File: config.mk
export PLATFORM = sky130hd
export DESIGN_NAME = fefh_top
export DESIGN_NICKNAME = d
export VERILOG_FILES = /design/src/logic/fefh_pkg.sv /design/src/logic/fefh_top.sv
export SDC_FILE = /design/constraint.sdc
export NUM_CORES = 1
export LEC_CHECK = 0
export BUFFER_PORTS_ARGS = -buffer_cell sky130_fd_sc_hd__buf_2
export CAP_MARGIN = 10
export CORE_MARGIN = 10
export CORE_UTILIZATION = 25
export CTS_BUF_LIST = sky130_fd_sc_hd__clkbuf_8
export DETAILED_ROUTE_END_ITERATION = 8
export PLACE_DENSITY = 0.56
export SYNTH_ARGS = -nofsm -noshare
export SYNTH_HDL_FRONTEND = slang
export SYNTH_SLANG_ARGS = --single-unit
File: constraint.sdc
create_clock -name mclk -period 2.5 [get_ports mclk]
set_input_delay 0 -clock mclk [delete_from_list [all_inputs] [get_ports mclk]]
set_output_delay 0 -clock mclk [all_outputs]
set_load 0.02 [all_outputs]
File: src/logic/fefh_pkg.sv
package fefh_pkg;

   // ---------------------------------------------------------------
   // Register map (byte addresses)
   // ---------------------------------------------------------------
   localparam logic [7:0] ADDR_CONFIG  = 8'h00; // Media, forced link, code en
   localparam logic [7:0] ADDR_STATUS  = 8'h04; // Link and fault status
   localparam logic [7:0] ADDR_ADVERT  = 8'h08; // Local remote-fault advert
   localparam logic [7:0] ADDR_PARTNER = 8'h0C; // Partner ability bits
   localparam logic [7:0] ADDR_IRQ_ST  = 8'h10; // Sticky event flags
   localparam logic [7:0] ADDR_IRQ_MSK = 8'h14; // Event mask

   // ---------------------------------------------------------------
   // Field positions
   // ---------------------------------------------------------------
   localparam int CFG_FIBER     = 0;  // Fiber media select
   localparam int CFG_CODE_EN   = 2;  // Fault code transmission enable
   localparam int CFG_LOOPBACK  = 3;  // Loopback enable
   localparam int CFG_FORCE_LNK = 14; // Forced link pass
   localparam int ST_FAULT      = 4;  // Latched fault, clear on read
   localparam int ST_LINK       = 2;  // Link up
   localparam int ADV_RFAULT    = 13; // Local remote-fault flag
   localparam int LP_RFAULT     = 13; // Partner remote-fault flag
   localparam int IRQ_LINK_DOWN = 0;  // Link dropped
   localparam int IRQ_FAULT     = 1;  // Fault latched
   localparam int IRQ_W         = 2;

   // ---------------------------------------------------------------
   // Pattern and timing constants
   // ---------------------------------------------------------------
   localparam logic [6:0] FAR_END_FAULT_INDICATION_ONES    = 7'h54; // 84 ones per instance
   localparam logic [1:0] FAR_END_FAULT_INDICATION_MIN_REP = 2'h3;  // Least repetitions
   localparam logic [1:0] IDLE_NEEDED  = 2'h2;  // Idle cycles before link
   localparam logic [8:0] FAR_END_FAULT_INDICATION_MIN_CYC = 9'h0FF; // Least pattern cycles

   // Line output symbol selection
   typedef enum logic [1:0] {
      LINE_IDLE,
      LINE_DATA,
      LINE_FAR_END_FAULT_INDICATION,
      LINE_PULSE
   } fefh_line_type;

   // APB request carrier
   typedef struct packed {
      logic        psel;
      logic        penable;
      logic        pwrite;
      logic [7:0]  paddr;
      logic [31:0] pwdata;
   } fefh_apb_req_type;

   // Line output carrier
   typedef struct packed {
      fefh_line_type kind;
      logic          bit_val;
   } fefh_line_out_type;

endpackage

File: src/logic/fefh_top.sv
// The implementer's own choices: the APB slave port and the register addresses.
`timescale 1ns/1ps
module fefh_top
   import fefh_pkg::*;
(
   input  wire logic                       mclk,          // 40 MHz clock
   input  wire logic                       rst,           // Sync reset, high
   input  wire fefh_pkg::fefh_apb_req_type apb_req,       // APB request
   output logic [31:0]                     prdata,        // APB read data
   output logic                            pready,        // APB ready
   output logic                            pslverr,       // APB error
   input  wire logic                       signal_detect_media_select, // Pin
   input  wire logic                       pll_locked,    // Receive PLL lock
   input  wire logic                       an_active,     // Negotiation busy
   input  wire logic                       an_rx_rfault,  // Partner fault
   input  wire logic                       rx_idle,       // Idle received
   input  wire logic                       rx_far_end_fault_indication,       // Fault pattern rx
   input  wire logic                       mac_tx_en,     // MAC sending
   input  wire logic                       mac_tx_bit,    // MAC data bit
   output fefh_pkg::fefh_line_out_type     line_out,      // Line symbol
   output logic                            link_up,       // Link status
   output logic                            irq            // Interrupt level
);
   import fefh_pkg::*;

   // ---------------------------------------------------------------
   // Registers
   // ---------------------------------------------------------------
   logic               fiber_q;
   logic               code_en_q;
   logic               loop_q;
   logic               force_q;
   logic               adv_rf_q;
   logic               lp_rf_q;
   logic               fault_q;
   logic               link_q;
   logic               idle_seen_q;
   logic [1:0]         idle_cnt_q;
   logic               strap_q;
   logic [IRQ_W-1:0]   irq_st_q;
   logic [IRQ_W-1:0]   irq_msk_q;
   logic [31:0]        prdata_q;
   logic               pready_q;
   logic               pslverr_q;
   logic               irq_q;
   fefh_line_out_type  line_q;
   logic [6:0]         bit_cnt_q;
   logic [1:0]         rep_cnt_q;
   logic [8:0]         far_end_fault_indication_len_q;

   typedef enum logic [1:0] {
      TX_NORMAL,
      TX_FAR_END_FAULT_INDICATION
   } fefh_tx_type;
   fefh_tx_type tx_state_q;

   logic wr_acc;
   logic rd_acc;
   logic addr_ok;
   logic fiber_sd;
   logic local_fault;
   logic remote_fault;
   logic any_fault;
   logic far_end_fault_indication_cond;
   logic link_d;
   logic link_fall;
   logic status_rd;
   logic pat_end;

   // ---------------------------------------------------------------
   // Bus decode
   // ---------------------------------------------------------------
   // Access phase handshake, answered in the first access cycle
   assign wr_acc  = apb_req.psel & apb_req.penable & apb_req.pwrite
                    & pready_q;
   assign rd_acc  = apb_req.psel & apb_req.penable & ~apb_req.pwrite
                    & pready_q;
   assign addr_ok = (apb_req.paddr == ADDR_CONFIG)
                    | (apb_req.paddr == ADDR_STATUS)
                    | (apb_req.paddr == ADDR_ADVERT)
                    | (apb_req.paddr == ADDR_PARTNER)
                    | (apb_req.paddr == ADDR_IRQ_ST)
                    | (apb_req.paddr == ADDR_IRQ_MSK);
   assign status_rd = rd_acc & (apb_req.paddr == ADDR_STATUS);

   // Ready rises in the first access cycle, so each access takes one wait-free cycle
   always_ff @(posedge mclk) begin
      if (rst) begin
         pready_q  <= 1'b0;
         pslverr_q <= 1'b0;
      end else begin
         pready_q  <= apb_req.psel & ~apb_req.penable;
         pslverr_q <= apb_req.psel & ~apb_req.penable & ~addr_ok;
      end
   end

   // Read data mux, registered in the setup cycle
   always_ff @(posedge mclk) begin
      if (rst) begin
         prdata_q <= 32'h0000_0000;
      end else if (apb_req.psel & ~apb_req.penable) begin
         prdata_q <= 32'h0000_0000;
         case (apb_req.paddr)
            ADDR_CONFIG: begin
               prdata_q[CFG_FIBER]     <= fiber_q;
               prdata_q[CFG_CODE_EN]   <= code_en_q;
               prdata_q[CFG_LOOPBACK]  <= loop_q;
               prdata_q[CFG_FORCE_LNK] <= force_q;
            end
            ADDR_STATUS: begin
               prdata_q[ST_FAULT] <= fault_q;
               prdata_q[ST_LINK]  <= link_q;
            end
            ADDR_ADVERT:  prdata_q[ADV_RFAULT] <= adv_rf_q;
            ADDR_PARTNER: prdata_q[LP_RFAULT]  <= lp_rf_q;
            ADDR_IRQ_ST:  prdata_q[IRQ_W-1:0]  <= irq_st_q;
            ADDR_IRQ_MSK: prdata_q[IRQ_W-1:0]  <= irq_msk_q;
            default:      prdata_q <= 32'h0000_0000;
         endcase
      end
   end

   // ---------------------------------------------------------------
   // Configuration
   // ---------------------------------------------------------------
   // Strap is caught on the first clock after reset release
   always_ff @(posedge mclk) begin
      strap_q <= rst;
   end

   always_ff @(posedge mclk) begin
      if (rst) begin
         fiber_q   <= 1'b0;
         code_en_q <= 1'b0;
         loop_q    <= 1'b0;
         force_q   <= 1'b0;
         adv_rf_q  <= 1'b0;
      end else if (strap_q) begin
         fiber_q <= signal_detect_media_select;
      end else if (wr_acc & (apb_req.paddr == ADDR_CONFIG)) begin
         fiber_q   <= apb_req.pwdata[CFG_FIBER];
         code_en_q <= apb_req.pwdata[CFG_CODE_EN];
         loop_q    <= apb_req.pwdata[CFG_LOOPBACK];
         force_q   <= apb_req.pwdata[CFG_FORCE_LNK];
      end else if (wr_acc & (apb_req.paddr == ADDR_ADVERT)) begin
         adv_rf_q <= apb_req.pwdata[ADV_RFAULT];
      end
   end

   // ---------------------------------------------------------------
   // Fault detection
   // ---------------------------------------------------------------
   // Shared pin as signal detect
   assign fiber_sd     = fiber_q & ~strap_q & signal_detect_media_select;
   assign local_fault  = fiber_q & ~strap_q & (~fiber_sd | ~pll_locked);
   assign remote_fault = an_active & ~fiber_q & an_rx_rfault;
   assign any_fault    = local_fault | remote_fault;

   always_ff @(posedge mclk) begin
      if (rst) begin
         lp_rf_q <= 1'b0;
      end else if (remote_fault) begin
         lp_rf_q <= 1'b1;
      end
   end

   // Fault bit, set wins over read clear
   always_ff @(posedge mclk) begin
      if (rst) begin
         fault_q <= 1'b0;
      end else if (any_fault) begin
         fault_q <= 1'b1;
      end else if (status_rd) begin
         fault_q <= 1'b0;
      end
   end

   // ---------------------------------------------------------------
   // Link state
   // ---------------------------------------------------------------
   // Idles must come before link in fiber
   always_ff @(posedge mclk) begin
      if (rst) begin
         idle_cnt_q  <= 2'h0;
         idle_seen_q <= 1'b0;
      end else if (!fiber_sd || (rx_far_end_fault_indication && !idle_seen_q)) begin
         idle_cnt_q  <= 2'h0;
         idle_seen_q <= 1'b0;
      end else if (rx_idle && !idle_seen_q) begin
         idle_cnt_q  <= idle_cnt_q + 2'h1;
         idle_seen_q <= (idle_cnt_q + 2'h1) == IDLE_NEEDED;
      end
   end

   // Drop link on fault unless forced
   always_comb begin
      if (force_q) begin
         link_d = 1'b1;
      end else if (any_fault || strap_q) begin
         link_d = 1'b0;
      end else if (fiber_q) begin
         link_d = idle_seen_q;
      end else begin
         link_d = 1'b1;
      end
   end

   always_ff @(posedge mclk) begin
      if (rst) begin
         link_q <= 1'b0;
      end else begin
         link_q <= link_d;
      end
   end

   assign link_fall = link_q & ~link_d;

   // ---------------------------------------------------------------
   // Interrupts
   // ---------------------------------------------------------------
   // Link down and fault events, set wins over write-one clear
   always_ff @(posedge mclk) begin
      if (rst) begin
         irq_st_q <= '0;
      end else begin
         for (int i = 0; i < IRQ_W; i++) begin
            if ((i == IRQ_LINK_DOWN && link_fall)
                || (i == IRQ_FAULT && any_fault && !fault_q)) begin
               irq_st_q[i] <= 1'b1;
            end else if (wr_acc && apb_req.paddr == ADDR_IRQ_ST
                         && apb_req.pwdata[i]) begin
               irq_st_q[i] <= 1'b0;
            end
         end
      end
   end

   always_ff @(posedge mclk) begin
      if (rst) begin
         irq_msk_q <= '0;
      end else if (wr_acc & (apb_req.paddr == ADDR_IRQ_MSK)) begin
         irq_msk_q <= apb_req.pwdata[IRQ_W-1:0];
      end
   end

   always_ff @(posedge mclk) begin
      if (rst) begin
         irq_q <= 1'b0;
      end else begin
         irq_q <= |(irq_st_q & irq_msk_q);
      end
   end

   // ---------------------------------------------------------------
   // Transmit path
   // ---------------------------------------------------------------
   // Fault code conditions
   assign far_end_fault_indication_cond = fiber_q & code_en_q & local_fault & ~loop_q;
   assign pat_end   = (bit_cnt_q == FAR_END_FAULT_INDICATION_ONES);

   always_ff @(posedge mclk) begin
      if (rst) begin
         tx_state_q <= TX_NORMAL;
         bit_cnt_q  <= 7'h00;
         rep_cnt_q  <= 2'h0;
      end else begin
         case (tx_state_q)
            TX_NORMAL: begin
               if (far_end_fault_indication_cond) begin
                  tx_state_q <= TX_FAR_END_FAULT_INDICATION;
                  bit_cnt_q  <= 7'h00;
                  rep_cnt_q  <= 2'h0;
               end
            end
            TX_FAR_END_FAULT_INDICATION: begin
               if (pat_end) begin
                  bit_cnt_q <= 7'h00;
                  if (rep_cnt_q != FAR_END_FAULT_INDICATION_MIN_REP) begin
                     rep_cnt_q <= rep_cnt_q + 2'h1;
                  end
                  if (((rep_cnt_q + 2'h1) >= FAR_END_FAULT_INDICATION_MIN_REP
                       || rep_cnt_q == FAR_END_FAULT_INDICATION_MIN_REP) && !far_end_fault_indication_cond) begin
                     tx_state_q <= TX_NORMAL;
                  end
               end else begin
                  bit_cnt_q <= bit_cnt_q + 7'h01;
               end
            end
            default: tx_state_q <= TX_NORMAL;
         endcase
      end
   end

   // Cycles in the pattern state, checked by the repeat assertion
   always_ff @(posedge mclk) begin
      if (rst || tx_state_q != TX_FAR_END_FAULT_INDICATION) begin
         far_end_fault_indication_len_q <= 9'h000;
      end else if (far_end_fault_indication_len_q != 9'h1FF) begin
         far_end_fault_indication_len_q <= far_end_fault_indication_len_q + 9'h001;
      end
   end

   // Idle or link pulses when no data
   always_ff @(posedge mclk) begin
      if (rst) begin
         line_q <= '{kind: LINE_IDLE, bit_val: 1'b0};
      end else if (tx_state_q == TX_FAR_END_FAULT_INDICATION) begin
         line_q <= '{kind: LINE_FAR_END_FAULT_INDICATION, bit_val: ~pat_end};
      end else if (mac_tx_en && link_q) begin
         line_q <= '{kind: LINE_DATA, bit_val: mac_tx_bit};
      end else if (!fiber_q && !link_q) begin
         line_q <= '{kind: LINE_PULSE, bit_val: 1'b0};
      end else begin
         line_q <= '{kind: LINE_IDLE, bit_val: 1'b1};
      end
   end

   assign prdata   = prdata_q;
   assign pready   = pready_q;
   assign pslverr  = pslverr_q;
   assign line_out = line_q;
   assign link_up  = link_q;
   assign irq      = irq_q;
endmodule

# Word level (Yosys, flattened, before mapping)
# Cells that the tools add are included.
totals:
  reg_bits: 40
  in_bits: 53
  word_cells: 146
op_classes:
  eq_ne: 14
  bitwise: 39
  n_lt_le_gt_ge: 1
  add_sub_neg: 3
  mux: 32
  reduce_logical: 33
ops:
  columns: ["operator", "n"]
  rows:
  - ["1-bit AND", 20]
  - ["8-bit by 4-bit == test with 1-bit output (second input constant)", 2]
  - ["8-bit by 5-bit == test with 1-bit output (second input constant)", 2]
  - ["1-bit 2-to-1 mux", 14]
  - ["7-bit 2-to-1 mux", 2]
  - ["7-bit case mux with 2 select lines", 1]
  - ["2-bit 2-to-1 mux", 6]
  - ["1-bit inverter", 11]
  - ["2-bit inequality test (second input constant)", 5]
  - ["2-bit nonzero test", 5]
  - ["1-bit logical AND", 9]
  - ["3-bit 2-to-1 mux", 3]
  - ["8-bit by 3-bit == test with 1-bit output (second input constant)", 1]
  - ["8-bit zero test", 1]
  - ["2-bit case mux with 2 select lines", 2]
  - ["7-bit by 1-bit adder with 7-bit output (second input constant)", 1]
  - ["7-bit == test (second input constant)", 1]
  - ["1-bit bitwise OR", 7]
  - ["1-bit zero test", 6]
  - ["1-bit case mux with 2 select lines", 3]
  - ["3-bit AND reduction", 2]
  - ["2-bit OR reduction", 3]
  - ["2-bit by 1-bit adder with 2-bit output (second input constant)", 2]
  - ["2-bit == test (second input constant)", 2]
  - ["8 further kinds", 11]

# Longest topological paths before layout
# Gate-level depths: netlist of the first run.
logic_depth:
  word_depth: 13
  ltp_mapped: 5

# Worst setup path before layout of the first run
# No wires, ideal clock.
synth_path:
  path_type: "reg2reg"
  from: "register bit_cnt_q[0]"
  to: "register bit_cnt_q[5]"
  arrival_ps: 1723
  path_slack_ps: 715
  setup_time_ps: 62
  stages_incl_launch_ff: 6
  cell_sequence: "dfxtp_1 -> inv_1 -> ha_1 -> a31oi_1 -> or4b_2 -> nand3_1"
synth_between:
  elab_chain_cells: 3
  word_cells_on_any_way: 4
  cone_classes: "add/sub: 1; eq/ne: 1; mux: 2"
synth_lines:
  columns: ["element", "line_no", "text"]
  rows:
  - ["start: declaration", "fefh_top.sv:47", "logic [6:0] bit_cnt_q;"]
  - ["start signal: assignment", "fefh_top.sv:286", "bit_cnt_q <= bit_cnt_q + 7'h01;"]
  - ["7-bit by 1-bit adder with 7-bit output or 7-bit == test (tied branches)", "fefh_top.sv:286, fefh_top.sv:259", null]
  - ["7-bit 2-to-1 mux *", "fefh_top.sv:276", "if (pat_end) begin"]
  - ["7-bit case mux with 2 select lines *", "fefh_top.sv:267", "case (tx_state_q)"]
# Every way passes the cells marked *; elsewhere a longest branch is shown, timed or not.
# A chain may end at the register's enable or synchronous reset.

# Worst setup path in the final report of the first run
layout_path:
  from: "register bit_cnt_q[5]"
  to: "register bit_cnt_q[5]"
# The elaborated chain is that of the path after synthesis.

==> results of run 1 <==
[per-layer routing]
layer	wire [um]	track usage, %	vias to the layer above
met5	0	0	-
met4	77	3.35	0
met3	497	2.15	5
met2	2030	12.4	60
met1	2260	10.5	755
li1	-	-	891
[flip-flops by register name, summed over array words and instances, names as in the netlist, 2 cells and up]
| register | cells |
|---|---|
| bit_cnt_q | 7 |
| idle_cnt_q | 2 |
| irq_msk_q | 2 |
| irq_st_q | 2 |
| line_out | 3 |
| prdata | 7 |
| rep_cnt_q | 2 |
[logic make-up after synthesis]
group / Yosys count
adder cells (fa/ha/maj): 5
multiplexers: 9
AO/OA/AOI/OAI: 44
flip-flops: 39
AND/OR/NAND/NOR: 94
XOR/XNOR: 1
buffers and inverters: 47
other: 1
[worst max path at each step]
| stage | endpoint | slack [ns] | cells past startpoint |
|---|---|---|---|
| CTS | bit_cnt_q[5] | 0.72 | 5 |
| finish | bit_cnt_q[5] | 0.73 | 5 |
| global placement | prdata[13] | 0.73 | 5 |
| detailed placement | prdata[13] | 0.72 | 5 |
| global route | bit_cnt_q[5] | 0.53 | 6 |
| floorplan | bit_cnt_q[5] | 0.71 | 5 |
[what timing repair did]
item / in CTS / in global routing
setup buffers: 0 / 0
hold buffers: 6 / 0
hold endpoints to repair: 6 / 0
[synthesized netlist by cell type (2+ instances only)]
master / count
dfxtp_1: 39
buf_4: 25
nor2_1: 23
nand2_1: 19
a21oi_1: 18
inv_1: 14
nand3_1: 9
nand2b_1: 8
clkbuf_1: 7
mux2i_1: 7
nor4_1: 6
ha_1: 5
nand4_1: 4
or3_1: 4
a311oi_1: 3
a31oi_1: 3
a41oi_1: 3
nand3b_1: 3
nor2b_1: 3
o21ai_0: 3
a211oi_1: 2
a31o_2: 2
and3_1: 2
mux2_2: 2
nor3_1: 2
nor3b_1: 2
o31ai_1: 2
or4b_2: 2
[through the flow]
stage	total power, W	instances	util [%]	area, um^2
2_1_floorplan	0.000785	264	-	2120
3_3_place_gp	0.000800	374	28.5	2230
3_5_place_dp	0.000801	374	28.5	2230
4_1_cts	0.00142	388	31.0	2420
5_1_grt	0.00146	388	31.0	2420
6_report	0.00140	388	31.0	2420
[cell usage in the layout, fill, tap and decap left out, drive strengths merged, types with 2 or more instances in the layout]
cell         netlist  layout
nor3b              2       2
buf               26      41
a211oi             2       2
a31o               2       2
nand3b             3       3
bufinv             0       2
nand2             19      19
nor2b              3       3
or3                4       4
nand4              4       4
a311oi             3       3
conb               1      25
a31oi              3       3
nor4               7       7
o31ai              2       2
or4b               2       2
dfxtp             39      39
nor3               2       2
dlygate4sd3        0       6
clkbuf             7       5
and3               2       2
mux2i              7       7
nor2              23      23
or4                2       2
a21oi             19      19
ha                 5       5
o21ai              3       3
nand3              9       9
mux2               2       2
a41oi              3       3
nand2b             8       8
inv               14      15
[tightest hold or removal path, delay by kind of cell]
family	cells	cell delay [ns]
buffers and inverters	1	0.11
and+or+nand+nor	1	0.07
muxes	1	0.07
[layout make-up]
| cell class | instances | share of cell area, % |
|---|---|---|
| clock buffers | 5 | 2.84 |
| clock inverters | 3 | 2.64 |
| inverters | 14 | 2.17 |
| multi-input cells | 178 | 43.8 |
| flip-flops and latches | 39 | 32.2 |
| well taps | 102 | 5.27 |
| repair buffers | 47 | 11.1 |
[where the power goes]
part	switching (W)	leakage, nW	total, W	internal (W)
Clock	0.000215	0.0695	0.000610	0.000395
Sequential	0.0000116	0.317	0.000647	0.000636
Combinational	0.0000979	0.579	0.000147	0.0000495
==> qor.txt, run 1 <==
kind of cell adding the most delay to the critical path: simple AND/OR/NAND/NOR gates
placer congestion estimate: 0.780
element type at the critical path start: flop
Congestion Overflow GR: 0
sequential element share of the synthesized area: 38.5%
number of antenna violations at the first check in global routing: 0
synthesized instance count: 240
status: finished clean
crit path from: bit_cnt_q[5]
post-synthesis to final-layout area growth: 19.4%
most used flip-flop cell after synthesis: dfxtp_1
Worst Max-Slew Pin Slew: 0.744 ns
compound-cell area share of the yosys netlist: 14.6%
Final Hold Violating Endpoints: 0
Cell Pwr Density: 580 nW/um^2
clock-pin slew on the worst setup and hold paths: 0.08 ns
total area of sequential cells: 781 um^2
Clock Latency Late Sink: 0.28 ns
Mapped Avg Cell Area: 8.45 um^2
area of the multi-input gates: 1060 um^2
final number of setup-violating endpoints: 0
beginning of the worst hold path: apb_req[0]
CP required: 2.73 ns
worst hold stages: 3
number of input and output port buffers inserted: 40
RR Startpoint: bit_cnt_q[5]
maximum fanout along the worst path: 8
register bit count reported by yosys: 39
post-route setup TNS: 0 ns
total via count in the routed design: 1711
element type at the critical path end: flop
worst setup slack after layout: 0.727 ns
vias in the first global route: 1705
highest cell delay on the worst timing path: 0.59 ns
clock tree sinks: 39
min cycle time layout: 1.77 ns
combinational family with the most area after synthesis: simple AND/OR/NAND/NOR gates
EDFF count, synth: 0
overall routing resource usage: 8.07%
Arrival @ worst endpoint: 2.01 ns
count of cells along the worst register-to-register path: 5
Total Routed Length: 4860 um
count of max-cap constraint violations: 0
Tcrit/Tclk final: 70.9%
count of pins on the block boundary: 92
number of antenna-violating nets in the routed design: 0
number of fill cells in the layout: 842
CTS Buffer Depth: 2
pin count of the biggest net entering global routing: 45
vias per std cell: 4.41
Diodes inserted: 0
Crit Path Category: flop to flop
tightest hold margin: 0.00640 ns
floorplan die height: 110 um
multiplexer area fraction after synthesis: 4.57%
setup repair after global routing missed its margin: no
clock tree from TritonCTS: built
die width: 110 um
biggest area consumer among synthesized cells: dfxtp_1
DRC: 0
Leakage Power: 0.965 nW
number of resized instances in the post-cts repair step: 0
average detailed-routed wire length per instance: 12.5 um
XOR/XNOR Fraction of Synth Area: 0.432%
Initial Util: 26.0%
proportion of netlist area held by the largest area contributor: 38.5%
cells traversed along the worst timing path: and4bb_2 -> a31oi_1 -> buf_4 -> or4b_2 -> nand3_1
area of the die: 12100 um^2
Relative slew margins: 50.4%
clock root buffer master: clkbuf_8
YS warnings: 0
violation count after the first detailed-route iteration: 92
leading post-synthesis cells by cell area: dfxtp_1, buf_4, a21oi_1
share of cells above drive strength 1: 20.6%
total number of placement rows: 32
max-slew violation count: 0
DPL Wire Length: 3820 um
Peak VDD IR: 0.000218 V
buffering stage count on the worst path with inverters included: 1
TritonRoute pass-1 iters: 4
total CTS buffers: 5
library cell contributing the largest single delay on the critical path: or4b_2
first-pass GRT wire length: 7910 um
number of distinct standard cells referenced by the synthesized netlist: 46
class of the tightest hold or removal check: input port to flop
achievable clock frequency: 564 MHz
Setup WS pre-CTS: 0.723 ns
share of flip-flops with an asynchronous set or reset: 0%
Core Box Area: 7810 um^2
adder and majority cell fraction of the synthesized area: 3.08%
register-to-register setup slack: 0.73 ns
Hold Path Sink: irq_msk_q[0]
clk_skew: 0.00529 ns
CTS HTree Levels: 2
post-layout net count: 343
simple-gate share of the synthesized area: 25.0%
cell area after technology mapping: 2030 um^2
endpoint of the worst-slack reg-to-reg timing path: bit_cnt_q[5]
Note: power is estimated with default switching activity, not from simulation.
==> run 2, diff against run 1 <==
ABC_AREA = 1   (was unset)
PLACE_DENSITY = 0.58   (was 0.56)
clock period = 1.6 ns   (was 2.5 ns; I/O delays follow)
==> run 2 against run 1 <==
Critical path depth grew 3. Sequential cell count is the same. Core utilization shrank 0.19 points. Routed wire length grew 6.4%. Critical endpoint is now bit_cnt_q[0]. Largest power group unchanged. Highest routed layer unchanged.
==> qor.txt, run 2 <==
status: finished clean
vias per std cell: 4.24
Total Routed Length: 5180 um
beginning of the worst hold path: apb_req[0]
element type at the critical path start: flop
Cell Pwr Density: 802 nW/um^2
overall routing resource usage: 8.42%
instance area after placement: 2280 um^2
area of the multi-input gates: 1030 um^2
post-layout net count: 395
vias in the first global route: 1883
setup repair after global routing missed its margin: no
Setup WS pre-CTS: 0.216 ns
number of input and output port buffers inserted: 40
clock tree from TritonCTS: built
count of pins on the block boundary: 92
leading post-synthesis cells by cell area: dfxtp_1, nand2_1, buf_4
Leakage Power: 1.08 nW
EDFF count, synth: 0
maximum fanout along the worst path: 5
most used flip-flop cell after synthesis: dfxtp_1
violation count after the first detailed-route iteration: 79
total area of sequential cells: 781 um^2
clock root buffer master: clkbuf_8
min cycle time layout: 1.33 ns
die width: 111 um
placer congestion estimate: 0.807
final core area utilization: 30.8%
post-CTS setup repair buffer count: 0
Peak VDD IR: 0.000277 V
Mapped Avg Cell Area: 7.15 um^2
CTS HTree Levels: 2
most common cell after layout, fill and taps aside: nand2_1
register bit count reported by yosys: 39
CP required: 1.82 ns
Crit Path Category: flop to flop
total via count in the routed design: 1858
clk_skew: 0.00586 ns
Tcrit/Tclk final: 83.4%
Final Hold Violating Endpoints: 0
Initial Util: 26.2%
post-synthesis to final-layout area growth: 17.8%
Congestion Overflow GR: 0
DRC: 0
final number of setup-violating endpoints: 0
cell area after technology mapping: 2050 um^2
clock-pin slew on the worst setup and hold paths: 0.07 ns
total CTS buffers: 5
proportion of netlist area held by the largest area contributor: 38.0%
area of the die: 12200 um^2
TritonRoute pass-1 iters: 4
most numerous cell types in the synthesized netlist: nand2_1, dfxtp_1, inv_1, nor2_1, buf_4
RR Startpoint: bit_cnt_q[1]
floorplan die height: 111 um
element type at the critical path end: flop
Diodes inserted: 0
max-slew violation count: 0
commonest non-fill, non-tap cells in the layout: nand2_1, buf_2, dfxtp_1
CTS Buffer Depth: 2
first-pass GRT wire length: 8790 um
crit path from: bit_cnt_q[1]
YS warnings: 0
number of fill cells in the layout: 899
count of cells along the worst register-to-register path: 8
clock tree sinks: 39
number of antenna violations at the first check in global routing: 0
share of cells above drive strength 1: 19.3%
count of max-cap constraint violations: 0
most used standard cell by instance count after synthesis: nand2_1
Core Box Area: 7850 um^2
number of antenna-violating nets in the routed design: 0
worst hold stages: 3
pin count of the biggest net entering global routing: 25
average detailed-routed wire length per instance: 11.8 um
synthesized instance count: 287
Arrival @ worst endpoint: 1.56 ns
worst setup slack after layout: 0.265 ns
Clock Latency Late Sink: 0.29 ns
achievable clock frequency: 749 MHz
class of the tightest hold or removal check: input port to flop
DPL Wire Length: 4160 um
total number of placement rows: 32
sequential element share of the synthesized area: 38.0%
share of flip-flops with an asynchronous set or reset: 0%
cell area after layout: 2420 um^2
post-route setup TNS: 0 ns
number of distinct standard cells referenced by the synthesized netlist: 32
biggest area consumer among synthesized cells: dfxtp_1
## run 2: changes by cell type after synthesis, moves of 4 or more
| cell | previous run | this run |
|---|---|---|
| nand3_1 | 9 | 18 |
| o21ai_0 | 3 | 11 |
| nand2b_1 | 8 | 0 |
| nor4_1 | 6 | 1 |
| or3_1 | 4 | 0 |
| inv_1 | 14 | 32 |
| nor2_1 | 23 | 31 |
| clkbuf_1 | 7 | 2 |
| a21oi_1 | 18 | 24 |
| mux2i_1 | 7 | 0 |
| nand2_1 | 19 | 60 |
## run 2: power breakdown
part	internal [W]	switching, W
clock network	0.000284	0.000321
registers	0.00101	0.0000270
logic	0.0000958	0.000204
total	0.00139	0.000552
## run 2: metrics by stage
step	hold WS, ns	power, W	std cells
5_1_grt	0.00961	0.00204	438
4_1_cts	0.00102	0.00196	438
6_report	0.00158	0.00194	438
2_1_floorplan	0.0277	0.00129	311
3_5_place_dp	0.239	0.00134	425
3_3_place_gp	0.237	0.00134	425
## run 2: repair_timing
action | CTS | global route
endpoints found under the setup margin | 0 | 1
hold endpoints to repair | 7 | 0
hold buffers | 7 | 0
resized for setup | 0 | 1
## run 2: cell families after synthesis
group	share of synthesized area, %
fa+ha+maj	3.05
xor+xnor	0.427
simple gates	31.2
flops	38.0
other cells	0.183
compound gates	10.8
buf+inv	16.3
## run 2: cell type report
class	instances	share of cell area (%)
clock buffer	5	2.85
clock inverter	1	0.155
inverter	33	5.12
multi-input combinational	209	42.5
sequential	39	32.3
tap	102	5.28
timing repair buffer	49	11.8
## run 2: layer usage
metal	vias to the layer above	global-route usage [%]	share of wire, %
met5	-	0	0
met4	0	3.97	2.3
met3	9	2.92	6.8
met2	55	12.6	43
met1	829	10.5	48
li1	965	-	-
## run 2: path summary, 6_finish.rpt
| kind | end | slack, ns |
|---|---|---|
| setup reg to reg | bit_cnt_q[0] | 0.27 |
| hold reg to reg | idle_cnt_q[1] | 0.46 |
| hold / removal | irq_msk_q[0] | 0.002 |
| setup / recovery | bit_cnt_q[0] | 0.27 |
## run 2: worst max-delay path, stage by stage, from the launching register on
cell and delay (ns):
dfxtp_1 0.40, inv_1 0.06, ha_1 0.18, nand2_1 0.06, nand3b_1 0.12, nand2_1 0.12
inv_2 0.13, o21ai_0 0.08, a21oi_1 0.14
